### src/rtl/lha_regs.svh
`ifndef LHA_REGS_SVH
`define LHA_REGS_SVH

// ****************************************************************
// Mode selector values
// ****************************************************************
`define LHA_MODE_W          4
`define LHA_MODE_DEF_ALONE  4'h5
`define LHA_MODE_DEF_SEQ    4'h8
`define LHA_MODE_LAST_ALARM 4'h7
`define LHA_PARAM_MIN       4'h1
`define LHA_PARAM_MAX       4'ha
`define LHA_MODE_PARAM_RST  4'h1

// ****************************************************************
// Network parameter numbers
// ****************************************************************
`define LHA_PNUM_MODE       8'h28
`define LHA_PNUM_STATE      8'h29

// ****************************************************************
// Alarm mask field positions
// ****************************************************************
`define LHA_MSK_UNIT        0
`define LHA_MSK_LOW         1
`define LHA_MSK_CAL         2

// ****************************************************************
// Timing
// ****************************************************************
`define LHA_CLK_HZ          20000000
`define LHA_IDLE_TIME_S     60
`define LHA_IDLE_CYC        (`LHA_IDLE_TIME_S * `LHA_CLK_HZ)

`endif

### src/rtl/lha_pkg.sv
package lha_pkg;

  // Pin function selector
  typedef enum logic [3:0] {
    LHA_M_OFF      = 4'h0,
    LHA_M_UNIT     = 4'h1,
    LHA_M_LOW      = 4'h2,
    LHA_M_UNIT_LOW = 4'h3,
    LHA_M_CAL      = 4'h4,
    LHA_M_UNIT_CAL = 4'h5,
    LHA_M_LOW_CAL  = 4'h6,
    LHA_M_ALL      = 4'h7,
    LHA_M_HS_AUTO  = 4'h8,
    LHA_M_HS_MAN   = 4'h9
  } lha_mode_type;

  // Start-up sequence
  typedef enum logic [1:0] {
    LHA_INIT_SYNC0 = 2'h0,
    LHA_INIT_SYNC1 = 2'h1,
    LHA_INIT_LOAD  = 2'h2,
    LHA_INIT_RUN   = 2'h3
  } lha_init_type;

  // Alarm sources
  typedef struct packed {
    logic cal_rec;
    logic high_imp;
    logic low_o2;
    logic unit;
  } lha_alarm_src_type;

  // Key pin pair
  typedef struct packed {
    logic inc;
    logic dec;
  } lha_keys_type;

endpackage

### src/rtl/lha_key_timer.sv
`timescale 1ns/10ps
`default_nettype none

// Inactivity timer: counts while armed, restarts on a key press
module lha_key_timer #(
  parameter int unsigned TIMEOUT_CYC = 1200000000,
  parameter int unsigned CNT_W       = 31
) (
  input  wire logic clk_i,
  input  wire logic rst_n_i,
  input  wire logic en_i,
  input  wire logic arm_i,
  input  wire logic restart_i,
  output logic      expire_o
);

  typedef struct packed {
    logic [CNT_W-1:0] cnt;
    logic             expire;
  } lha_tmr_state_type;

  localparam logic [CNT_W-1:0] LAST = CNT_W'(TIMEOUT_CYC - 1);

  lha_tmr_state_type st_ff;
  lha_tmr_state_type nxt_st;

  // Next count and expiry pulse
  always_comb begin
    nxt_st        = st_ff;
    nxt_st.expire = 1'b0;
    if (!arm_i || restart_i) begin
      nxt_st.cnt = '0;
    end else if (st_ff.cnt == LAST) begin
      nxt_st.cnt    = '0;
      nxt_st.expire = 1'b1;
    end else begin
      nxt_st.cnt = st_ff.cnt + CNT_W'(1);
    end
  end

  // State register, frozen by enable
  always_ff @(posedge clk_i or negedge rst_n_i) begin
    if (!rst_n_i) begin
      st_ff <= '0;
    end else if (en_i) begin
      st_ff <= nxt_st;
    end
  end

  assign expire_o = st_ff.expire;

endmodule

`default_nettype wire

### src/rtl/lha_logic_io.sv
`timescale 1ns/10ps
`default_nettype none

`include "lha_regs.svh"

// How it works
// - Selector 0 keeps the pin free of any alarm indication.
// - Selector 1 signals on the unit alarm only.
// - Selector 2 signals on low oxygen only.
// - Selector 4 signals on high impedance or calibration due only.
// - Selector 3 signals on unit alarm or low oxygen.
// - Selector 5 signals on unit alarm or calibration due; default without sequencer.
// - Selector 6 signals on low oxygen or calibration due.
// - Selector 7 signals on unit alarm, low oxygen or calibration due.
// - Selector 8 is handshake; calibration due starts a cycle; default with sequencer.
// - Selector 9 is handshake; calibration due does not start a cycle.
// - Selectors 0 to 7 drive the pin one way as alarm only.
// - Selector is parameter 40, written as 1 to 10 for modes 0 to 9.
// - Pin level reported as parameter 41, 0 false, 1 true.
// - First increment or decrement press switches test point to calibration gas.
// - Later presses raise or lower the calibration gas setting.
// - One minute without key presses returns test point to process gas.
// - Critical alarm flags this and all later readings bad, status out of service.
module lha_logic_io #(
  parameter int unsigned IDLE_CYCLES = `LHA_IDLE_CYC,
  parameter int unsigned IDLE_CNT_W  = 31
) (
  input  wire logic                       SYS_CLK_I,
  input  wire logic                       RST_N_I,
  input  wire logic                       CLK_EN_I,
  input  wire logic                       SEQ_FITTED_I,
  input  wire logic                       PARAM_WR_I,
  input  wire logic [7:0]                 PARAM_NUM_I,
  input  wire logic [3:0]                 PARAM_DATA_I,
  input  wire lha_pkg::lha_alarm_src_type ALARM_SRC_I,
  input  wire logic                       CAL_INIT_I,
  input  wire logic                       CRIT_ALARM_I,
  input  wire lha_pkg::lha_keys_type      KEYS_I,
  input  wire logic                       IO_PIN_I,
  output logic                            IO_PIN_O,
  output logic                            IO_PIN_OE_O,
  output logic [3:0]                      MODE_PARAM_O,
  output logic                            PIN_STATE_O,
  output logic                            HANDSHAKE_MODE_O,
  output logic                            SEQ_ANSWER_O,
  output logic                            PARAM_ACK_O,
  output logic                            PARAM_ERR_O,
  output logic                            READY_O,
  output logic                            TP_CAL_GAS_O,
  output logic                            CAL_GAS_UP_O,
  output logic                            CAL_GAS_DN_O,
  output logic                            READING_BAD_O,
  output logic                            OUT_OF_SERVICE_O
);

  // ****************************************************************
  // State
  // ****************************************************************

  typedef struct packed {
    lha_pkg::lha_init_type init;
    lha_pkg::lha_mode_type mode;
    logic [1:0]            strap_sync;
    logic [1:0]            pin_sync;
    logic [1:0]            inc_sync;
    logic [1:0]            dec_sync;
    logic                  inc_prev;
    logic                  dec_prev;
    logic                  pin_out;
    logic                  pin_oe;
    logic                  pin_state;
    logic                  seq_answer;
    logic                  param_ack;
    logic                  param_err;
    logic                  tp_cal;
    logic                  gas_up;
    logic                  gas_dn;
    logic                  bad;
    logic                  ready;
    logic                  hs_mode;
    logic [3:0]            mode_param;
  } lha_state_type;

  lha_state_type st_ff;
  lha_state_type nxt_st;

  logic idle_expire;
  logic key_press;

  // ****************************************************************
  // Decoding
  // ****************************************************************

  // Enabled-source mask of a selector; empty in handshake modes
  function automatic logic [2:0] alarm_mask(input lha_pkg::lha_mode_type m);
    logic [2:0] msk;
    msk = 3'h0;
    if (m <= lha_pkg::lha_mode_type'(`LHA_MODE_LAST_ALARM)) begin
      msk = m[2:0];
    end
    return msk;
  endfunction

  // True for the two handshake selectors
  function automatic logic is_handshake(input lha_pkg::lha_mode_type m);
    return (m == lha_pkg::LHA_M_HS_AUTO) || (m == lha_pkg::LHA_M_HS_MAN);
  endfunction

  // Parameter value 1..10 is legal
  function automatic logic param_ok(input logic [3:0] v);
    return (v >= `LHA_PARAM_MIN) && (v <= `LHA_PARAM_MAX);
  endfunction

  // Key press from synchronised pins
  assign key_press = (st_ff.inc_sync[1] & ~st_ff.inc_prev) |
                     (st_ff.dec_sync[1] & ~st_ff.dec_prev);

  // ****************************************************************
  // Inactivity timer
  // ****************************************************************

  lha_key_timer #(
    .TIMEOUT_CYC (IDLE_CYCLES),
    .CNT_W       (IDLE_CNT_W)
  ) u_idle (
    .clk_i     (SYS_CLK_I),
    .rst_n_i   (RST_N_I),
    .en_i      (CLK_EN_I),
    .arm_i     (st_ff.tp_cal),
    .restart_i (key_press),
    .expire_o  (idle_expire)
  );

  // ****************************************************************
  // Next state
  // ****************************************************************

  always_comb begin
    logic [2:0] msk;
    logic       alarm_hit;
    logic       hs_req;
    logic       inc_edge;
    logic       dec_edge;
    msk       = 3'h0;
    alarm_hit = 1'b0;
    hs_req    = 1'b0;
    inc_edge  = 1'b0;
    dec_edge  = 1'b0;
    nxt_st    = st_ff;

    // Pin synchronisers, two stages each
    nxt_st.strap_sync = {st_ff.strap_sync[0], SEQ_FITTED_I};
    nxt_st.pin_sync   = {st_ff.pin_sync[0], IO_PIN_I};
    nxt_st.inc_sync   = {st_ff.inc_sync[0], KEYS_I.inc};
    nxt_st.dec_sync   = {st_ff.dec_sync[0], KEYS_I.dec};
    nxt_st.inc_prev   = st_ff.inc_sync[1];
    nxt_st.dec_prev   = st_ff.dec_sync[1];
    inc_edge          = st_ff.inc_sync[1] & ~st_ff.inc_prev;
    dec_edge          = st_ff.dec_sync[1] & ~st_ff.dec_prev;

    // One-cycle answers default low
    nxt_st.param_ack = 1'b0;
    nxt_st.param_err = 1'b0;
    nxt_st.gas_up    = 1'b0;
    nxt_st.gas_dn    = 1'b0;

    // Start-up: settle the strap, then load the factory selector
    unique case (st_ff.init)
      lha_pkg::LHA_INIT_SYNC0: begin
        nxt_st.init = lha_pkg::LHA_INIT_SYNC1;
      end
      lha_pkg::LHA_INIT_SYNC1: begin
        nxt_st.init = lha_pkg::LHA_INIT_LOAD;
      end
      lha_pkg::LHA_INIT_LOAD: begin
        nxt_st.init = lha_pkg::LHA_INIT_RUN;
        if (st_ff.strap_sync[1]) begin
          nxt_st.mode = lha_pkg::lha_mode_type'(`LHA_MODE_DEF_SEQ);
        end else begin
          nxt_st.mode = lha_pkg::lha_mode_type'(`LHA_MODE_DEF_ALONE);
        end
      end
      lha_pkg::LHA_INIT_RUN: begin
        if (PARAM_WR_I && PARAM_NUM_I == `LHA_PNUM_MODE) begin
          if (param_ok(PARAM_DATA_I)) begin
            nxt_st.mode      = lha_pkg::lha_mode_type'(PARAM_DATA_I - 4'h1);
            nxt_st.param_ack = 1'b1;
          end else begin
            nxt_st.param_err = 1'b1;
          end
        end else if (PARAM_WR_I) begin
          // Pin state is read only; other numbers are not ours
          nxt_st.param_err = 1'b1;
        end
      end
    endcase

    // enabled sources of the present selector
    msk = alarm_mask(st_ff.mode);
    alarm_hit = (msk[`LHA_MSK_UNIT] & ALARM_SRC_I.unit) |
                (msk[`LHA_MSK_LOW]  & ALARM_SRC_I.low_o2) |
                (msk[`LHA_MSK_CAL]  & (ALARM_SRC_I.high_imp | ALARM_SRC_I.cal_rec));

    // only automatic mode lets calibration due request a cycle
    hs_req = CAL_INIT_I | ((st_ff.mode == lha_pkg::LHA_M_HS_AUTO) & ALARM_SRC_I.cal_rec);

    if (st_ff.init != lha_pkg::LHA_INIT_RUN) begin
      // Pin released until the selector is known
      nxt_st.pin_oe  = 1'b0;
      nxt_st.pin_out = 1'b0;
    end else if (is_handshake(st_ff.mode)) begin
      // Handshake: drive only while requesting, else listen
      nxt_st.pin_oe  = hs_req;
      nxt_st.pin_out = hs_req;
    end else begin
      // alarm modes always drive, one way
      nxt_st.pin_oe  = 1'b1;
      nxt_st.pin_out = alarm_hit;
    end

    // Sequencer answer seen while the pin is released
    nxt_st.seq_answer = is_handshake(st_ff.mode) & ~st_ff.pin_oe & st_ff.pin_sync[1];

    // present pin level, driven or sensed
    nxt_st.pin_state = st_ff.pin_oe ? st_ff.pin_out : st_ff.pin_sync[1];

    // first press selects calibration gas, later presses adjust
    if (inc_edge || dec_edge) begin
      if (!st_ff.tp_cal) begin
        nxt_st.tp_cal = 1'b1;
      end else if (inc_edge) begin
        nxt_st.gas_up = 1'b1;
      end else begin
        nxt_st.gas_dn = 1'b1;
      end
    end else if (idle_expire) begin
      nxt_st.tp_cal = 1'b0;
    end

    if (CRIT_ALARM_I) begin
      nxt_st.bad = 1'b1;
    end

    // Registered copies of decoded status, so outputs come from flops
    nxt_st.ready      = (nxt_st.init == lha_pkg::LHA_INIT_RUN);
    nxt_st.hs_mode    = nxt_st.mode[3];
    nxt_st.mode_param = 4'(nxt_st.mode) + 4'h1;
  end

  // ****************************************************************
  // Registers
  // ****************************************************************

  // State register, frozen while the clock enable is low
  always_ff @(posedge SYS_CLK_I or negedge RST_N_I) begin
    if (!RST_N_I) begin
      st_ff      <= '0;
      st_ff.init <= lha_pkg::LHA_INIT_SYNC0;
      st_ff.mode <= lha_pkg::LHA_M_OFF;
      st_ff.mode_param <= `LHA_MODE_PARAM_RST;
    end else if (CLK_EN_I) begin
      st_ff <= nxt_st;
    end
  end

  // ****************************************************************
  // Outputs
  // ****************************************************************

  // Pin and status
  assign IO_PIN_O         = st_ff.pin_out;
  assign IO_PIN_OE_O      = st_ff.pin_oe;
  assign PIN_STATE_O      = st_ff.pin_state;
  assign SEQ_ANSWER_O     = st_ff.seq_answer;
  assign READY_O          = st_ff.ready;
  assign HANDSHAKE_MODE_O = st_ff.hs_mode;

  assign MODE_PARAM_O = st_ff.mode_param;

  // Parameter write answers
  assign PARAM_ACK_O = st_ff.param_ack;
  assign PARAM_ERR_O = st_ff.param_err;

  // Test point
  assign TP_CAL_GAS_O = st_ff.tp_cal;
  assign CAL_GAS_UP_O = st_ff.gas_up;
  assign CAL_GAS_DN_O = st_ff.gas_dn;

  assign READING_BAD_O    = st_ff.bad;
  assign OUT_OF_SERVICE_O = st_ff.bad;

endmodule

`default_nettype wire

### config.mk
export PLATFORM = sky130hd
export DESIGN_NAME = lha_logic_io
export DESIGN_NICKNAME = d
export VERILOG_FILES = /design/src/rtl/lha_pkg.sv /design/src/rtl/lha_key_timer.sv /design/src/rtl/lha_logic_io.sv
export VERILOG_INCLUDE_DIRS = /design/src /design/src/rtl
export SDC_FILE = /design/constraint.sdc
export NUM_CORES = 1
export LEC_CHECK = 0
export BUFFER_PORTS_ARGS = -buffer_cell sky130_fd_sc_hd__buf_4
export CAP_MARGIN = 15
export CORE_ASPECT_RATIO = 0.5
export CORE_MARGIN = 3
export CORE_UTILIZATION = 40
export CTS_CLUSTER_DIAMETER = 200
export CTS_CLUSTER_SIZE = 8
export DETAILED_ROUTE_END_ITERATION = 12
export PLACE_DENSITY = 0.7
export SLEW_MARGIN = 20
export SYNTH_ARGS = -nofsm -noshare
export SYNTH_HDL_FRONTEND = slang
export SYNTH_SLANG_ARGS = --single-unit
### constraint.sdc
create_clock -name SYS_CLK_I -period 2.99 [get_ports SYS_CLK_I]
set_clock_uncertainty 0.2 [all_clocks]
set_input_delay 0.7475 -clock SYS_CLK_I [delete_from_list [all_inputs] [get_ports SYS_CLK_I]]
set_output_delay 0.7475 -clock SYS_CLK_I [all_outputs]
set_load 0.01 [all_outputs]
# Word-level counts from Yosys, hierarchy flattened

Index checks and enable logic that the tools add are counted.

Register bits: 64
Input bits: 26
Logic and storage cells: 89

Add/sub/neg operators: 3
Order comparisons: 3
Equality and inequality tests: 9
Muxes and demuxes: 25
Bitwise gates (word level): 16
Reductions and logical operators: 10

Operator list:

| operator                                                                            | number |
|---|---|
| 31-bit 2-to-1 mux                                                                   | 2 |
| 31-bit by 1-bit adder with 31-bit output, second input constant                     | 1 |
| 31-bit equality test, second input constant                                         | 1 |
| 1-bit 2-to-1 mux                                                                    | 12 |
| 4-bit 2-to-1 mux                                                                    | 3 |
| 2-bit 2-to-1 mux                                                                    | 5 |
| 1-bit AND                                                                           | 8 |
| 4-bit equality test, second input constant                                          | 2 |
| 8-bit by 6-bit equality test with 1-bit output, second input constant               | 1 |
| 4-bit case mux with 2 select lines                                                  | 1 |
| 2-bit equality test, second input constant                                          | 3 |
| 2-bit case mux with 3 select lines                                                  | 1 |
| 1-bit OR                                                                            | 5 |
| 4-bit by 1-bit adder with 4-bit output, second input constant                       | 1 |
| 4-bit by 1-bit greater-or-equal comparator with 1-bit output, second input constant | 1 |
| 4-bit by 3-bit less-or-equal comparator with 1-bit output, second input constant    | 1 |
| 4-bit less-or-equal comparator, second input constant                               | 1 |
| 2-bit AND reduction                                                                 | 2 |
| 4-bit by 1-bit subtractor with 4-bit output, second input constant                  | 1 |
| 1-bit logical OR                                                                    | 3 |
| 3-bit 2-to-1 mux                                                                    | 1 |
| 1-bit inverter                                                                      | 3 |
| 2-bit by 1-bit equality test with 1-bit output, second input constant               | 1 |
| 1-bit logical AND                                                                   | 2 |
| 4 further kinds                                                                     | 4 |

# Longest topological paths before layout

Word-level depth: 7
Gate-level depth with buffers: 9
Depth with buffers taken out: 9

# Modules after synthesis

From an unflattened synthesis, not the netlist that was laid out.

Cell total of the unflattened synthesis: 374
Area total of the unflattened synthesis: 3554.7 um^2

By module, submodules not included:

| module        | times used | cells an instance | area an instance (um^2) | seq. area each (um^2) |
|---|---|---|---|---|
| lha_key_timer | 1          | 221               | 1905.6                  | 800.8 |
| lha_logic_io  | 1          | 153               | 1649.1                  | 777.0 |

# Least setup slack after synthesis

No wires, ideal clock.

Path type: input-to-reg
From: in PARAM_DATA_I[0]
To: reg st_ff (netlist bit MODE_PARAM_O[1])
Setup time: 125 ps
Arrival time: 2529 ps
Data required time: 2665 ps
Path slack: 136 ps
Stages on the path: 8
Buffers on the path: 0
Path through: inv_1 > ha_1 > or3b_1 > a22oi_1 > nor3_1 > a311oi_2 > ha_1 > mux2_2

RTL lines:

| element              | RTL line            | RTL |
|---|---|---|
| start, declared      | lha_logic_io.sv:34  | `input wire logic [3:0] PARAM_DATA_I,` |
| end signal, assigned | lha_logic_io.sv:262 | `st_ff <= nxt_st;` |
| end, declared        | lha_logic_io.sv:84  | `lha_state_type st_ff;` |

# Worst setup path in the final report

From: reg u_idle.st_ff[1] in the netlist's numbering
To: reg u_idle.st_ff[26] in the netlist's numbering

Word-level cells in the longest chain between the ends: 3
Elaborated cells between the ends (all ways): 4

RTL lines:

| element                                                                                 | RTL line                                 | RTL |
|---|---|---|
| start, declared                                                                         | lha_key_timer.sv:24                      | `lha_tmr_state_type st_ff;` |
| start signal, assigned                                                                  | lha_key_timer.sv:46                      | `st_ff <= nxt_st;` |
| 31-bit by 1-bit adder with 31-bit output / 31-bit equality test (equally long branches) | lha_key_timer.sv:37, lha_key_timer.sv:33 |  |
| 31-bit 2-to-1 mux *                                                                     | lha_key_timer.sv:33                      | `end else if (st_ff.cnt == LAST) begin` |
| 31-bit 2-to-1 mux *                                                                     | lha_key_timer.sv:31                      | `if (!arm_i \|\| restart_i) begin` |

Every way passes the cells marked *; elsewhere a longest branch is shown, timed or not.
A chain may end at the register's enable or synchronous reset.

==> results.json <==
{
  "p_total_mw": 2.50,
  "clockBufferDepth": 2,
  "cp-startpoint": "u_idle.st_ff[1]",
  "cts_setup_buffers": 0,
  "grt_pass1_wl_mm": 12.1,
  "period_needed_ns": 2.73,
  "place_hpwl_mm": 5.00,
  "slowest_stage": "nor3_1",
  "async_reset_ff_frac": 1.00,
  "crit_top_cell": "and3_1",
  "grt_pass1_vias": 2589,
  "synth_top_family_by_area": "simple AND/OR/NAND/NOR gates",
  "cts_made_buffers": 9,
  "io_pins": 43,
  "slew-limit-headroom": 0.363,
  "place.port_buffers": 42,
  "syn_nets": 386,
  "setup_ws_ns": 0.263,
  "synth_flop_cell": "dfrtp_1",
  "r2r-start": "u_idle.st_ff[1]",
  "yosys.area_share.xor_xnor": 0.0435,
  "synth.area.mux_share": 0.0479,
  "area_delta_synth_final_pct": 22.1,
  "setup-violations-final": 0,
  "wl_mm": 7.15,
  "p_seq_frac": 0.398,
  "p_leak_nw": 1.84,
  "critical_path_required_ns": 3.04,
  "p_switching_mw": 0.613,
  "crit_type": "reg -> reg",
  "outcome": "completed",
  "yosys_warnings": 0,
  "crit_family": "simple AND/OR/NAND/NOR gates",
  "grt_max_degree": 64,
  "synth-simple-area-share": 0.236,
  "endpoint_kind": "flip-flop",
  "coreArea_um2": 8140,
  "htree_levels": 3,
  "drc": 0,
  "netlist-cell-type-count": 60,
  "die_w_um": 137,
  "start_kind": "flip-flop",
  "cap_viol_max_count": 0,
  "die_h_um": 71.4,
  "critPathCapture": "u_idle.st_ff[26]",
  "diodes": 0,
  "viasPerCell": 5.27,
  "synth.area.top_cells": "dfrtp_1 45%, mux2_2 3.6%, nand3_1 3.4%, xor2_1 3.3%, nor2_1 3.2%",
  "yosys.area.top_type": "dfrtp_1",
  "crit_arrival_ns": 2.78,
  "path_buf_inv": 0,
  "hold_buffers": 0,
  "drt_pre_antenna_iters": 4,
  "timing.final.hold_violations": 0,
  "fill_cells": 732,
  "synth-edff-count": 0,
  "ys_seq_elements": 63,
  "p_per_area_nw_per_um2": 599,
  "cts_tree": "done",
  "rr_endpoint": "u_idle.st_ff[26]",
  "rsz0062_at_grt": "false",
  "pwr-share-clk": 0.450,
  "combPwrFrac": 0.151,
  "gp_congestion": 0.856,
  "synth_area_um2": 3420,
  "drtIter0Drc": 160,
  "die_area_um2": 9760,
  "slowest_delay_ns": 0.74,
  "worst_pin_slew_ns": 0.948,
  "worstSetupPathDepth": 7,
  "syn_inst": 355,
  "drive_gt1_frac": 0.227,
  "cts.clk_slew.worst_paths_ns": 0.05,
  "crit_chain": "ha_1 -> and3_1 -> and3_1 -> and3_4 -> nor3_1 -> nand4_1 -> mux2i_1",
  "grtUsageTotal": 0.154,
  "antenna_found_initial": 0,
  "rows": 23,
  "p_int_mw": 1.89,
  "cts-resized-gates": 0,
  "start_util": 0.420,
  "finalCritPeriodShare": 0.912,
  "yosys.area_share.adder": 0.0183,
  "overflow": 0,
  "critical_path_peak_fanout": 12,
  "timing.fmax_mhz": 367,
  "wl_per_cell_um": 13.8,
  "rrSetupSlack_ns": 0.26,
  "yosysSeqAreaShare": 0.461,
  "min_path_type": "reg -> reg",
  "synth_compound_area_frac": 0.142,
  "netSwitchingFraction": 0.245,
  "place_ws_ns": -0.0220,
  "synth_top_area_share": 0.454,
  "syn_avg_cell_area_um2": 9.64,
  "vias": 2727,
  "slew_viol_final": 0,
  "drtAntennaViolNets": 0,
  "cts_sinks": 63,
  "vdd_ir_drop_max_v": 0.000348,
  "clk_latency_ns": 0.33,
  "cts-root-buf": "clkbuf_16",
  "rr_worst_depth": 7,
  "nets": 431
}
[power by group through the flow]
stage	combinational, mW	clock [mW]	sequential, mW
2_1_floorplan	0.250	0	1.00
3_3_place_gp	0.378	0	1.01
3_5_place_dp	0.385	0	1.01
4_1_cts	0.385	1.16	0.996
5_1_grt	0.424	1.20	1.01
6_report	0.379	1.13	0.997
[worst reg2reg max path, cell delays in order, from the launching register on]
cell and delay (ns):
dfrtp_1 0.40, ha_1 0.24, and3_1 0.28, and3_1 0.25, and3_4 0.21, nor3_1 0.74, nand4_1 0.17, mux2i_1 0.16
[cells in the final DEF (no fill, tap or decap), types with 9 or more instances in the layout]
cell type,instances
nor3_1,13
inv_1,16
a21oi_1,13
o21ai_0,19
nand3_1,23
nor2_1,29
mux2_2,11
xor2_1,13
clkbuf_16,9
dfrtp_1,62
buf_4,54
nand2_1,27
[cell usage after synthesis, drive strengths merged, types with 4 or more instances]
cell type and n:
dfrtp 62, nor2b 4, o21ai 26, nor3 13, a31oi 4, mux2i 4, nor4 6, and4 4
inv 16, o31ai 5, nand2 27, nand4 8, and3 7, nand3 24, xnor2 4, and2 4
nand2b 7, a21o 4, mux2 11, clkbuf 8, o2bb2ai 5, nor2 31, buf 12, ha 5
xor2 13, a21oi 13
[routing by layer]
metal	wire (um)	vias up	global-route usage	share of wire
met5	0	-	0	0
met1	3490	1316	0.207	0.49
met2	3320	40	0.245	0.46
li1	-	1367	-	-
met3	315	4	0.0428	0.044
met4	27	0	0.0476	0.0038
[cells by family after synthesis]
logic type,Yosys count
compound gates,74
fa+ha+maj,5
buf+inv,36
mux,15
flops,63
xor+xnor,17
simple gates,145
[per-stage QoR]
step	area (um^2)	instances	hold WS (ns)	utilization	setup TNS, ns
global placement	3850	501	0.264	0.473	0
finish	4180	517	0.282	0.513	0
CTS	4180	517	0.282	0.513	0
global route	4180	517	0.296	0.513	0
floorplan	3420	355	0.244	-	0
detailed placement	3850	501	0.274	0.473	-0.0220
[state kept, by name (all words and copies together), names as in the netlist]
register,flops
st_ff,10
IO_PIN_O,1
OUT_OF_SERVICE_O,1
PARAM_ACK_O,1
PARAM_ERR_O,1
CAL_GAS_UP_O,1
MODE_PARAM_O,4
IO_PIN_OE_O,1
TP_CAL_GAS_O,1
nxt_st,6
READY_O,1
u_idle.st_ff,31
u_idle.expire_o,1
PIN_STATE_O,1
CAL_GAS_DN_O,1
SEQ_ANSWER_O,1
[how the worst min path moves through the flow]
| stage | start | endpoint | slack (ns) | cells after the start |
|---|---|---|---|---|
| after floorplan | u_idle.st_ff[3] | u_idle.st_ff[3] | 0.24 | 1 |
| after global placement | OUT_OF_SERVICE_O | OUT_OF_SERVICE_O | 0.26 | 1 |
| after detailed placement | OUT_OF_SERVICE_O | OUT_OF_SERVICE_O | 0.27 | 1 |
| after CTS | u_idle.st_ff[3] | u_idle.st_ff[3] | 0.28 | 1 |
| after global routing | OUT_OF_SERVICE_O | OUT_OF_SERVICE_O | 0.30 | 1 |
| final | OUT_OF_SERVICE_O | OUT_OF_SERVICE_O | 0.28 | 1 |
[final cells by class]
cell class                      count  area (um^2)  share of cell area
Sequential cell                    63         1580               0.378
Clock inverter                      3         65.1              0.0156
Timing Repair Buffer               54          405              0.0971
Multi-Input combinational cell    256         1670               0.399
Tap cell                          112          140              0.0336
Inverter                           16         60.1              0.0144
Clock buffer                       13          260              0.0623
Power figures use the tool's default switching activity.
